**src/panel_cfg.svh**
```systemverilog
// constants for the operator panel controller
`ifndef PANEL_CFG_SVH
`define PANEL_CFG_SVH

// key positions in the raw key vector
`define KEY_MENU       0
`define KEY_ENTER      1
`define KEY_MULTI      2
`define KEY_SHIFT      3
`define KEY_INC        4
`define KEY_DEC        5
`define KEY_RUN        6
`define KEY_STOP       7
`define KEY_N          8

// apb byte offsets
`define REG_CTRL       8'h00
`define REG_STAT       8'h04
`define REG_DISP       8'h08

// control register fields
`define CTRL_SRC_LSB   0
`define CTRL_HALT_LSB  2
`define CTRL_MULTI_LSB 4
`define CTRL_RESET     6'h00

// command source codes
`define SRC_PANEL      2'h0
`define SRC_TERM       2'h1
`define SRC_COMM       2'h2

// halt key config bits
`define HALT_ANY_SRC   0
`define HALT_NO_RESET  1

// multi-function key actions
`define MF_NONE        2'h0
`define MF_DIR         2'h1
`define MF_LOCAL       2'h2

// monitor display slots
`define MON_SET_FREQ   4'h0
`define MON_OUT_FREQ   4'h1

// timing
`define CLK_HZ         250000000
`define SLOW_BLINK_HZ  1
`define FAST_BLINK_HZ  4
`define DEBOUNCE_MS    10

`endif

```
**src/panel_pkg.sv**
```systemverilog
// types for the operator panel controller
package panel_pkg;

  typedef enum logic [1:0] {
    MENU_MONITOR,
    MENU_CODE,
    MENU_EDIT
  } menu_e;

endpackage : panel_pkg

```
**src/operator_panel_controller.sv**
```systemverilog
// operator panel: lamps, display, keys, knob and apb registers
`timescale 1ns/100ps
`default_nettype none
`include "panel_cfg.svh"

// Operation
// - display shows frequencies, monitors, fault data
// - run lamp lit only while running
// - direction lamp lit for reverse rotation
// - source lamp dark for panel commands
// - source lamp steady terminal, blinking communication
// - fault lamp steady in torque mode
// - fault lamp blinks slowly while auto-tuning
// - fault lamp blinks fast on fault
// - knob rotation raises or lowers value
// - menu key enters or leaves level one
// - confirm descends levels, commits at deepest
// - multi key action set by configuration
// - shift cycles monitored quantity at the monitor level only
// - shift selects digit while editing
// - increment key raises value one step
// - decrement key lowers value one step
// - run key works only from panel source
// - stop key stops a running drive
// - stop key resets a faulted drive
// - stop and reset gated by configuration
// - source select: panel, terminal, communication
module operator_panel_controller #(
  parameter int DATA_W    = 16,
  parameter int CODE_W    = 8,
  parameter int MON_N     = 8,
  parameter int SLOW_HALF = `CLK_HZ / (2 * `SLOW_BLINK_HZ),
  parameter int FAST_HALF = `CLK_HZ / (2 * `FAST_BLINK_HZ),
  parameter int DEB_CYC   = `CLK_HZ / 1000 * `DEBOUNCE_MS
) (
  input  wire logic              clk,
  input  wire logic              reset_n,
  input  wire logic              psel,
  input  wire logic              penable,
  input  wire logic              pwrite,
  input  wire logic [7:0]        paddr,
  input  wire logic [31:0]       pwdata,
  output var  logic [31:0]       prdata,
  output var  logic              pready,
  output var  logic              pslverr,
  input  wire logic [`KEY_N-1:0] key_raw,
  input  wire logic              enc_a,
  input  wire logic              enc_b,
  input  wire logic              drive_running,
  input  wire logic              drive_reverse,
  input  wire logic              drive_torque_mode,
  input  wire logic              drive_tuning,
  input  wire logic              drive_fault,
  input  wire logic [DATA_W-1:0] set_freq,
  input  wire logic [DATA_W-1:0] out_freq,
  input  wire logic [DATA_W-1:0] monitor_value,
  input  wire logic [DATA_W-1:0] fault_code,
  input  wire logic [DATA_W-1:0] param_value,
  output var  logic [DATA_W-1:0] display_value,
  output var  logic [3:0]        monitor_sel,
  output var  logic              run_lamp,
  output var  logic              direction_lamp,
  output var  logic              source_lamp,
  output var  logic              tuning_torque_fault_lamp,
  output var  logic [CODE_W-1:0] param_code,
  output var  logic [DATA_W-1:0] param_wr_data,
  output var  logic              param_wr,
  output var  logic              run_cmd,
  output var  logic              stop_cmd,
  output var  logic              fault_reset,
  output var  logic              freq_up,
  output var  logic              freq_down,
  output var  logic              dir_toggle
);

  localparam int DIGITS = DATA_W / 4;

  if (DATA_W < 8 || DATA_W > 32 || DATA_W % 4 != 0 || CODE_W < 1 || CODE_W > 16 ||
      MON_N < 3 || MON_N > 16 || SLOW_HALF <= FAST_HALF || FAST_HALF < 1 || DEB_CYC < 1)
  begin : g_bad_params
    $error("operator_panel_controller: unsupported parameter values");
  end

  // step for the selected digit, one nibble per digit
  function automatic logic [DATA_W-1:0] digit_step(input logic [3:0] d);
    digit_step = DATA_W'(1) << (4 * d);
  endfunction : digit_step

  // *************************************************************
  // apb slave
  // *************************************************************
  logic [5:0]  ctrl_q;
  logic        local_q;
  logic        acc;
  logic        hit;
  logic [31:0] rd_mux;
  panel_pkg::menu_e menu_q;
  logic [3:0]  digit_q;

  assign acc = psel & penable & ~pready;
  assign hit = (paddr == `REG_CTRL) | (paddr == `REG_STAT) | (paddr == `REG_DISP);

  always_comb begin
    rd_mux = 32'h0;
    case (paddr)
      `REG_CTRL: rd_mux = {26'h0, ctrl_q};
      `REG_STAT: rd_mux = {16'h0, 3'h0, drive_fault, 3'h0, local_q, digit_q,
                           2'h0, menu_q};
      `REG_DISP: rd_mux = 32'(display_value);
      default:   rd_mux = 32'h0;
    endcase
  end

  // one wait state: pready rises in the second access cycle
  always_ff @(posedge clk or negedge reset_n) begin
    if (!reset_n) begin
      pready  <= 1'b0;
      pslverr <= 1'b0;
      prdata  <= 32'h0;
    end else begin
      pready  <= acc;
      pslverr <= acc & ~hit;
      prdata  <= (acc & ~pwrite) ? rd_mux : 32'h0;
    end
  end

  always_ff @(posedge clk or negedge reset_n) begin
    if (!reset_n) begin
      ctrl_q <= `CTRL_RESET;
    end else if (psel & penable & pready & pwrite & (paddr == `REG_CTRL)) begin
      ctrl_q <= pwdata[5:0];
    end
  end

  logic [1:0] src_sel;
  logic [1:0] halt_cfg;
  logic [1:0] multi_cfg;
  logic [1:0] eff_src;
  assign src_sel   = ctrl_q[`CTRL_SRC_LSB +: 2];
  assign halt_cfg  = ctrl_q[`CTRL_HALT_LSB +: 2];
  assign multi_cfg = ctrl_q[`CTRL_MULTI_LSB +: 2];
  // local override from the multi key forces panel control
  assign eff_src   = local_q ? `SRC_PANEL : src_sel;

  // *************************************************************
  // key debounce
  // *************************************************************
  logic [`KEY_N-1:0] key_db_q;
  logic [`KEY_N-1:0] key_prev_q;
  logic [`KEY_N-1:0] press;

  for (genvar k = 0; k < `KEY_N; k++) begin : g_deb
    logic [31:0] cnt_q;
    always_ff @(posedge clk or negedge reset_n) begin
      if (!reset_n) begin
        cnt_q       <= 32'h0;
        key_db_q[k] <= 1'b0;
      end else if (key_raw[k] == key_db_q[k]) begin
        cnt_q <= 32'h0;
      end else if (cnt_q == 32'(DEB_CYC - 1)) begin
        cnt_q       <= 32'h0;
        key_db_q[k] <= key_raw[k];
      end else begin
        cnt_q <= cnt_q + 32'h1;
      end
    end
  end

  always_ff @(posedge clk or negedge reset_n) begin
    if (!reset_n) begin
      key_prev_q <= '0;
    end else begin
      key_prev_q <= key_db_q;
    end
  end

  assign press = key_db_q & ~key_prev_q;

  // *************************************************************
  // encoder knob
  // *************************************************************
  logic enc_a_q;
  logic knob_up;
  logic knob_dn;

  always_ff @(posedge clk or negedge reset_n) begin
    if (!reset_n) begin
      enc_a_q <= 1'b0;
    end else begin
      enc_a_q <= enc_a;
    end
  end

  // on a rising a, b low means clockwise
  assign knob_up = enc_a & ~enc_a_q & ~enc_b;
  assign knob_dn = enc_a & ~enc_a_q & enc_b;

  logic step_up;
  logic step_dn;
  assign step_up = press[`KEY_INC] | knob_up;
  assign step_dn = press[`KEY_DEC] | knob_dn;

  // *************************************************************
  // menu navigation and editing
  // *************************************************************
  logic [DATA_W-1:0] edit_q;

  always_ff @(posedge clk or negedge reset_n) begin
    if (!reset_n) begin
      menu_q <= panel_pkg::MENU_MONITOR;
    end else begin
      case (menu_q)
        panel_pkg::MENU_MONITOR: begin
          if (press[`KEY_MENU]) menu_q <= panel_pkg::MENU_CODE;
        end
        panel_pkg::MENU_CODE: begin
          if (press[`KEY_MENU]) menu_q <= panel_pkg::MENU_MONITOR;
          else if (press[`KEY_ENTER]) menu_q <= panel_pkg::MENU_EDIT;
        end
        panel_pkg::MENU_EDIT: begin
          if (press[`KEY_MENU] | press[`KEY_ENTER]) menu_q <= panel_pkg::MENU_CODE;
        end
        default: menu_q <= panel_pkg::MENU_MONITOR;
      endcase
    end
  end

  always_ff @(posedge clk or negedge reset_n) begin
    if (!reset_n) begin
      param_code <= '0;
    end else if (menu_q == panel_pkg::MENU_CODE) begin
      if (step_up) param_code <= param_code + CODE_W'(1);
      else if (step_dn) param_code <= param_code - CODE_W'(1);
    end
  end

  always_ff @(posedge clk or negedge reset_n) begin
    if (!reset_n) begin
      edit_q <= '0;
    end else if (menu_q == panel_pkg::MENU_CODE && press[`KEY_ENTER]) begin
      edit_q <= param_value;
    end else if (menu_q == panel_pkg::MENU_EDIT) begin
      if (step_up) edit_q <= edit_q + digit_step(digit_q);
      else if (step_dn) edit_q <= edit_q - digit_step(digit_q);
    end
  end

  always_ff @(posedge clk or negedge reset_n) begin
    if (!reset_n) begin
      digit_q <= 4'h0;
    end else if (menu_q != panel_pkg::MENU_EDIT) begin
      digit_q <= 4'h0;
    end else if (press[`KEY_SHIFT]) begin
      digit_q <= (digit_q == 4'(DIGITS - 1)) ? 4'h0 : digit_q + 4'h1;
    end
  end

  always_ff @(posedge clk or negedge reset_n) begin
    if (!reset_n) begin
      monitor_sel <= `MON_SET_FREQ;
    end else if (menu_q == panel_pkg::MENU_MONITOR && press[`KEY_SHIFT]) begin
      monitor_sel <= (monitor_sel == 4'(MON_N - 1)) ? `MON_SET_FREQ
                                                    : monitor_sel + 4'h1;
    end
  end

  // commit on confirm at the deepest level
  always_ff @(posedge clk or negedge reset_n) begin
    if (!reset_n) begin
      param_wr      <= 1'b0;
      param_wr_data <= '0;
    end else begin
      param_wr <= (menu_q == panel_pkg::MENU_EDIT) & press[`KEY_ENTER];
      if ((menu_q == panel_pkg::MENU_EDIT) & press[`KEY_ENTER]) begin
        param_wr_data <= edit_q;
      end
    end
  end

  // outside the menus the knob and keys trim the set frequency
  always_ff @(posedge clk or negedge reset_n) begin
    if (!reset_n) begin
      freq_up   <= 1'b0;
      freq_down <= 1'b0;
    end else begin
      freq_up   <= (menu_q == panel_pkg::MENU_MONITOR) & step_up;
      freq_down <= (menu_q == panel_pkg::MENU_MONITOR) & step_dn;
    end
  end

  // *************************************************************
  // drive commands
  // *************************************************************
  logic stop_ok;
  logic reset_ok;
  assign stop_ok  = (eff_src == `SRC_PANEL) | halt_cfg[`HALT_ANY_SRC];
  assign reset_ok = ~halt_cfg[`HALT_NO_RESET];

  always_ff @(posedge clk or negedge reset_n) begin
    if (!reset_n) begin
      run_cmd     <= 1'b0;
      stop_cmd    <= 1'b0;
      fault_reset <= 1'b0;
    end else begin
      run_cmd     <= press[`KEY_RUN] & (eff_src == `SRC_PANEL) & ~drive_fault;
      stop_cmd    <= press[`KEY_STOP] & ~drive_fault & drive_running & stop_ok;
      fault_reset <= press[`KEY_STOP] & drive_fault & reset_ok;
    end
  end

  always_ff @(posedge clk or negedge reset_n) begin
    if (!reset_n) begin
      local_q    <= 1'b0;
      dir_toggle <= 1'b0;
    end else begin
      dir_toggle <= press[`KEY_MULTI] & (multi_cfg == `MF_DIR);
      if (press[`KEY_MULTI] & (multi_cfg == `MF_LOCAL)) begin
        local_q <= ~local_q;
      end else if (multi_cfg != `MF_LOCAL) begin
        local_q <= 1'b0;
      end
    end
  end

  // *************************************************************
  // blink timebases
  // *************************************************************
  logic [31:0] slow_cnt_q;
  logic [31:0] fast_cnt_q;
  logic        slow_q;
  logic        fast_q;

  always_ff @(posedge clk or negedge reset_n) begin
    if (!reset_n) begin
      slow_cnt_q <= 32'h0;
      slow_q     <= 1'b0;
    end else if (slow_cnt_q == 32'(SLOW_HALF - 1)) begin
      slow_cnt_q <= 32'h0;
      slow_q     <= ~slow_q;
    end else begin
      slow_cnt_q <= slow_cnt_q + 32'h1;
    end
  end

  always_ff @(posedge clk or negedge reset_n) begin
    if (!reset_n) begin
      fast_cnt_q <= 32'h0;
      fast_q     <= 1'b0;
    end else if (fast_cnt_q == 32'(FAST_HALF - 1)) begin
      fast_cnt_q <= 32'h0;
      fast_q     <= ~fast_q;
    end else begin
      fast_cnt_q <= fast_cnt_q + 32'h1;
    end
  end

  // *************************************************************
  // lamps and display
  // *************************************************************
  always_ff @(posedge clk or negedge reset_n) begin
    if (!reset_n) begin
      run_lamp                 <= 1'b0;
      direction_lamp           <= 1'b0;
      source_lamp              <= 1'b0;
      tuning_torque_fault_lamp <= 1'b0;
    end else begin
      run_lamp       <= drive_running;
      direction_lamp <= drive_reverse;
      case (eff_src)
        `SRC_PANEL: source_lamp <= 1'b0;
        `SRC_TERM:  source_lamp <= 1'b1;
        `SRC_COMM:  source_lamp <= slow_q;
        default:    source_lamp <= 1'b0;
      endcase
      if (drive_fault) tuning_torque_fault_lamp <= fast_q;
      else if (drive_tuning) tuning_torque_fault_lamp <= slow_q;
      else tuning_torque_fault_lamp <= drive_torque_mode;
    end
  end

  always_ff @(posedge clk or negedge reset_n) begin
    if (!reset_n) begin
      display_value <= '0;
    end else if (drive_fault && menu_q == panel_pkg::MENU_MONITOR) begin
      display_value <= fault_code;
    end else begin
      case (menu_q)
        panel_pkg::MENU_CODE: display_value <= DATA_W'(param_code);
        panel_pkg::MENU_EDIT: display_value <= edit_q;
        default: begin
          if (monitor_sel == `MON_SET_FREQ) display_value <= set_freq;
          else if (monitor_sel == `MON_OUT_FREQ) display_value <= out_freq;
          else display_value <= monitor_value;
        end
      endcase
    end
  end

endmodule : operator_panel_controller
`default_nettype wire

```
**config.mk**
```make
export PLATFORM = sky130hd
export DESIGN_NAME = operator_panel_controller
export DESIGN_NICKNAME = d
export VERILOG_FILES = /design/src/panel_pkg.sv /design/src/operator_panel_controller.sv
export VERILOG_INCLUDE_DIRS = /design/src /design/src/src
export SDC_FILE = /design/constraint.sdc
export NUM_CORES = 1
export LEC_CHECK = 0
export BUFFER_PORTS_ARGS = -buffer_cell sky130_fd_sc_hd__buf_2
export CORE_MARGIN = 4
export CORE_UTILIZATION = 45
export DETAILED_ROUTE_END_ITERATION = 10
export GPL_ROUTABILITY_DRIVEN = 0
export PLACE_DENSITY = 0.64
export SLEW_MARGIN = 20
export SYNTH_ARGS = -nofsm -noshare
export SYNTH_HDL_FRONTEND = slang
export SYNTH_SLANG_ARGS = --single-unit
```
**constraint.sdc**
```tcl
create_clock -name clk -period 6.78 [get_ports clk]
set_input_delay 1.695 -clock clk [delete_from_list [all_inputs] [get_ports clk]]
set_output_delay 1.695 -clock clk [all_outputs]
set_load 0.005 [all_outputs]
```
# Word-level counts from Yosys, hierarchy flattened
# Index checks and enable logic that the tools add are counted.
[classes]
n_reduce_logical = 23
n_addsub = 16
shifts = 1
eq_ne = 34
mux = 45
n_bitwise = 48
[op_table]
columns = ["op", "n"]
rows = [
  ["$mux 32", 19],
  ["$add 32x1->32 const B", 10],
  ["$eq 32x22->1 const B", 8],
  ["$mux 16", 7],
  ["$pmux 16 s3", 1],
  ["$eq 32x25->1 const B", 1],
  ["$eq 32x27->1 const B", 1],
  ["$pmux 16 s2", 1],
  ["$and 1x1->1", 22],
  ["$reduce_and 2->1", 10],
  ["$not 1->1", 18],
  ["$add 16x16->16", 1],
  ["$mux 4", 4],
  ["$mux 8", 2],
  ["$shl 1x6->16 const A", 1],
  ["$sub 16x16->16", 1],
  ["$mux 2", 5],
  ["$add 4x1->4 const B", 2],
  ["$add 8x1->8 const B", 1],
  ["$and 8x8->8", 1],
  ["$eq 1x1->1", 8],
  ["$eq 8x3->1 const B", 1],
  ["$eq 8x4->1 const B", 1],
  ["$logic_not 8->1", 1],
  ["other kinds (19)", 40],
]
[word_totals]
in_bits = 140
wordCells = 212
reg_bits = 457

# Depth between registers and ports, before layout
[depth]
depth_word = 8
depth_mapped = 16

# Worst setup path before layout
# No wires, ideal clock.
[synth_timing]
path_kind = "input -> register"
startpoint = "in enc_b"
endpoint = "reg edit_q[11]"
stages = 14
path_slack_ns = 2.186
required_time_ns = 6.703
arrival_time_ns = 4.516
setup_ns = 0.077
path_cell_list = "or3b_1 nand2_1 inv_1 nand2_1 inv_1 ha_1 a211oi_2 o21ai_0 a221oi_2 o21ai_1 or4_1 a21o_1 xor2_1 a21oi_1"
[synth_via]
elab_chain_len = 6
[synth_rtl]
columns = ["item", "line", "text"]
rows = [
  ["start: declaration", "operator_panel_controller.sv:48", "input wire logic enc_b,"],
  ["$not 1->1", "operator_panel_controller.sv:195", "assign knob_up = enc_a & ~enc_a_q & ~enc_b;"],
  ["$and 1x1->1", "operator_panel_controller.sv:195", ""],
  ["$or 1x1->1", "operator_panel_controller.sv:200", "assign step_up = press[`KEY_INC] | knob_up;"],
  ["$mux 16", "operator_panel_controller.sv:243", "if (step_up) edit_q <= edit_q + digit_step(digit_q);"],
  ["$mux 16", "operator_panel_controller.sv:242", "end else if (menu_q == panel_pkg::MENU_EDIT) begin"],
  ["$mux 16", "operator_panel_controller.sv:240", "end else if (menu_q == panel_pkg::MENU_CODE && press[`KEY_ENTER]) begin"],
  ["end signal: assignment", "operator_panel_controller.sv:241", "edit_q <= param_value;"],
  ["end signal: assignment", "operator_panel_controller.sv:243", ""],
  ["end signal: assignment", "operator_panel_controller.sv:244", "else if (step_dn) edit_q <= edit_q - digit_step(digit_q);"],
  ["end: declaration", "operator_panel_controller.sv:206", "logic [DATA_W-1:0] edit_q;"],
]
# Parallel ways exist; a longest one is shown, timed or not. The select of a mux whose other input is x is not followed.
# A chain may end at the register's enable or synchronous reset.

# Worst setup path in the final report
# Ends and elaborated chain as after synthesis.

==> results.md <==
* Status: complete, no violations
* Final setup fails at 0
* Slowest CP cell: or3b_1
* Routed wl met2 at roughly 23 mm
* Vias per Instance at 5.30
* CTS tree: yes
* Drt drc at 0
* Post-CTS Setup Inserts at 0
* Initial antenna violation count at 3
* DRT Wirelength at 49.7 mm
* FILL cells at 4386
* Largest net degree at the start of global routing at between 100 and 150
* Slew @ Worst Pin at ~910 ps
* Worst slew margin at 39.6%
* Syn Std Cell Area at 0.0221 mm^2
* Max Root-Sink Buffers at 3
* Worst reg-to-reg setup slack at approximately 2500 ps
* CP Data Arrival Time at 5130 ps
* WP buf/inv at 3
* Util after Layout at 52.5%
* Final Hold Viols at 0
* Hold buffers post-CTS at 0
* Top delay family on crit path: compound AO/OA/AOI/OAI gates
* Largest area contributor in the netlist: dfrtp_1
* Final worst path period share at 68.1%
* Number of global-route vias before repair at approximately 17000
* Highest metal used: met5
* Die footprint at 0.0526 mm^2
* Crit path required time at 7290 ps
* Adder and majority gate portion of the synthesized area at 2.28%
* Ys async rst share at 100%
* Clk_skew at 17.2 ps
* Simple logic cell fraction of the synthesized area at 24.7%
* Detailed Route Iter0 Violations at 1013
* First-pass detailed-route iteration total at 5
* Primary FF master, synth: dfrtp_1
* Highest Clock Rate at about 220 MHz
* Layout cells sized above 1 at 13.6%
* Cts repair resizes at 0
* Area share of the largest cell type after synthesis at approximately half
* Register Area at 0.0110 mm^2
* Mapped Avg Cell Area at 9.60 um^2
* Post-synthesis compound-gate area fraction at around 5%
* Die Wd at 229 um
* ANT cells at 0
* Area Overhead vs Synth at 14.3%
* Mapped Cells at 2297
* Post-synthesis sequential area ratio at 50.0%
* Post-synth EDFFs at 0
* Synth Register Bits at 441
* Total track usage at 18.6%
* DP Wirelength at 35.3 mm
* Leakage at 11.4 nW
* Routed wl met3 at 2.57 mm
* Critical Path End Type: flip-flop
* CTS root buf: clkbuf_16
* CTS clk-pin slew, worst paths at 60 ps
* IO Pins at 229
* Vias at 16532
* H-tree depth at 2
* Crit path largest cell delay at between 400 and 500 ps
* Gr ovfl total at 0
* Pwr Density at 228 mW/mm^2
* Clk_lat worst skew at 600 ps
* Nets at 2646
* Sum Neg Setup Slack at 0 ps
* Synth top area cells: dfrtp_1 50%, nor2_1 7.0%, xnor2_1 6.2%, xor2_1 6.1%, nand2_1 3.4%
* Area of the multi-input gates at 0.0105 mm^2
* Min Tclk post-route at approximately 4600 ps
* DIE HEIGHT at about 230 um
* Final ANT Viol Nets at 0
* Mux contribution to synthesized area at 2.85%
* Peak supply drop at between 0.00015 and 0.0002 V
* First-pass GRT wire length at 82.6 mm
* Hold WC Path Type: reg2reg
* Starting Density at 45.9%
* Xor/xnor share of the synthesized area at 12.3%
* Max_cap viols at 0
* CORE AREA at around 0.048 mm^2
* Final Max Slew Viols at 0
* RSZ-0062 raised after global routing: false
* Unique masters post-synth at between 60 and 70
* Core Rows at 80
* Routed WL per cell at ~16 um
* Met1 Wirelength at 22.9 mm
* Crit-path cells: buf_2 -> or3b_1 -> nand2_1 -> inv_1 -> nand2_1 -> inv_1 -> ha_1 -> o21ai_0 -> o21ai_0 -> a221oi_2 -> o21ai_1 -> or4_1 -> a21o_1 -> xor2_1 -> a21oi_1
* Port bufs at 186
* Largest family of logic cells by synthesized area: simple AND/OR/NAND/NOR gates
* Worst-path maximum fanout at 11
* CTS Buf Count at 48
* CTS Sinks at 441
* Setup CP Type: in2reg
* Startpoint types: input port
* Yosys warnings at 0
[layer usage]
metal / vias up / track usage (%)
li1: 8122 / -
met1: 8050 / 25.5
met2: 279 / 30.0
met3: 75 / 4.24
met4: 6 / 4.72
met5: - / 0
[power by group]
part           switching [mW]  total (mW)  internal [mW]
registers              0.0345        2.70           2.66
clock network            1.09        2.77           1.67
logic                   0.183       0.293          0.110
total                    1.31        5.75           4.44
[through the flow]
stage                     hold WS (ps)  setup slack [ps]  cell area [um^2]  cells  total power, mW
after floorplan                    384              2190             22100   2312             2.89
after global placement             392              1720             23500   3032             3.03
after detailed placement           399              1610             23500   3032             3.04
after CTS                          407              2250             25200   3122             5.84
after global routing               418              1900             25200   3122             5.99
final                              406              2170             25200   3122             5.75
[registers in the layout (all words and copies together) (netlist names), 2 cells and up]
| signal | flops |
|---|---|
| param_code | 8 |
| ctrl_q | 6 |
| edit_q | 16 |
| param_wr_data | 16 |
| monitor_sel | 4 |
| digit_q | 4 |
| display_value | 16 |
| prdata | 16 |
| g_deb.cnt_q | 256 |
| key_prev_q | 8 |
| key_db_q | 8 |
| slow_cnt_q | 32 |
| fast_cnt_q | 32 |
| menu_q | 2 |
[Yosys cell counts, types with 13 or more instances]
cell,number
dfrtp_1,441
nor2_1,412
nand2_1,198
xnor2_1,156
xor2_1,153
nand3_1,135
o21ai_0,78
nand4_1,65
clkbuf_1,61
inv_1,50
a21oi_1,49
and3_1,46
nor3_1,44
nor4_1,40
ha_1,37
or3_1,33
mux2_2,30
mux2i_1,29
nor2b_1,27
and2_1,26
buf_4,18
a31oi_1,13
and4_1,13
or2_2,13
[cell families (layout without fill, tap and decap cells)]
group	after synthesis	count (layout)
multiplexers	59	59
AND/OR/NAND/NOR	1119	1119
XOR/XNOR	309	309
adder cells (fa/ha/maj)	39	39
AO/OA/AOI/OAI	189	189
buffers and inverters	140	335
flip-flops	441	441
other	1	16
[layout make-up]
type / count / share of cell area (%)
flip-flops and latches: 441 / 43.8
multi-input cells: 1731 / 41.6
clock buffers: 66 / 5.51
repair buffers: 195 / 4.10
well taps: 615 / 3.05
clock inverters: 24 / 1.24
inverters: 50 / 0.745
[placed cells by master (no fill, tap or decap), types with 7 or more instances in the layout]
master	Yosys	final
nor2b_1	27	27
a21oi_1	49	49
o21ai_0	78	78
clkbuf_16	0	48
nor4b_1	9	9
nand3_1	135	135
and3_1	46	46
mux2_2	30	30
a22oi_1	12	12
nor4_1	40	39
xnor2_1	156	156
dfrtp_1	441	441
a31oi_1	13	13
ha_1	37	37
nand4_1	65	65
a211oi_1	11	11
conb_1	1	16
buf_2	7	185
inv_1	50	50
clkbuf_8	0	12
nand2b_1	7	7
and2_1	26	26
mux2i_1	29	29
nor3_1	44	43
a21o_1	7	7
nor2_1	412	412
or3_1	33	33
or4_1	11	11
nand3b_1	7	7
xor2_1	153	153
and4_1	13	13
clkinv_2	0	11
or2_2	13	13
nand2_1	198	198
buf_4	18	7
[worst paths after layout]
path,from,endpoint,cells past startpoint
worst max-delay path,enc_b,edit_q[11],15
worst min-delay path,key_prev_q[6],run_cmd,1
worst max register to register,digit_q[1],edit_q[11],14
worst min register to register,key_prev_q[6],run_cmd,1
max in group asynchronous,reset_n,g_deb[1].cnt_q[15],2
min in group asynchronous,reset_n,g_deb[7].cnt_q[31],1
[worst register-to-register path: stages, from the launching register on]
cell and delay (ps):
dfrtp_1 530, nor4_1 710, inv_1 100, ha_1 240
or3_1 500, xnor2_1 180, ha_1 380, nand2_1 90
nor2_1 50, a221oi_2 330, o21ai_1 180, or4_1 420
a21o_1 200, xor2_1 140, a21oi_1 150
No activity file was read; power rests on OpenSTA's default activity.
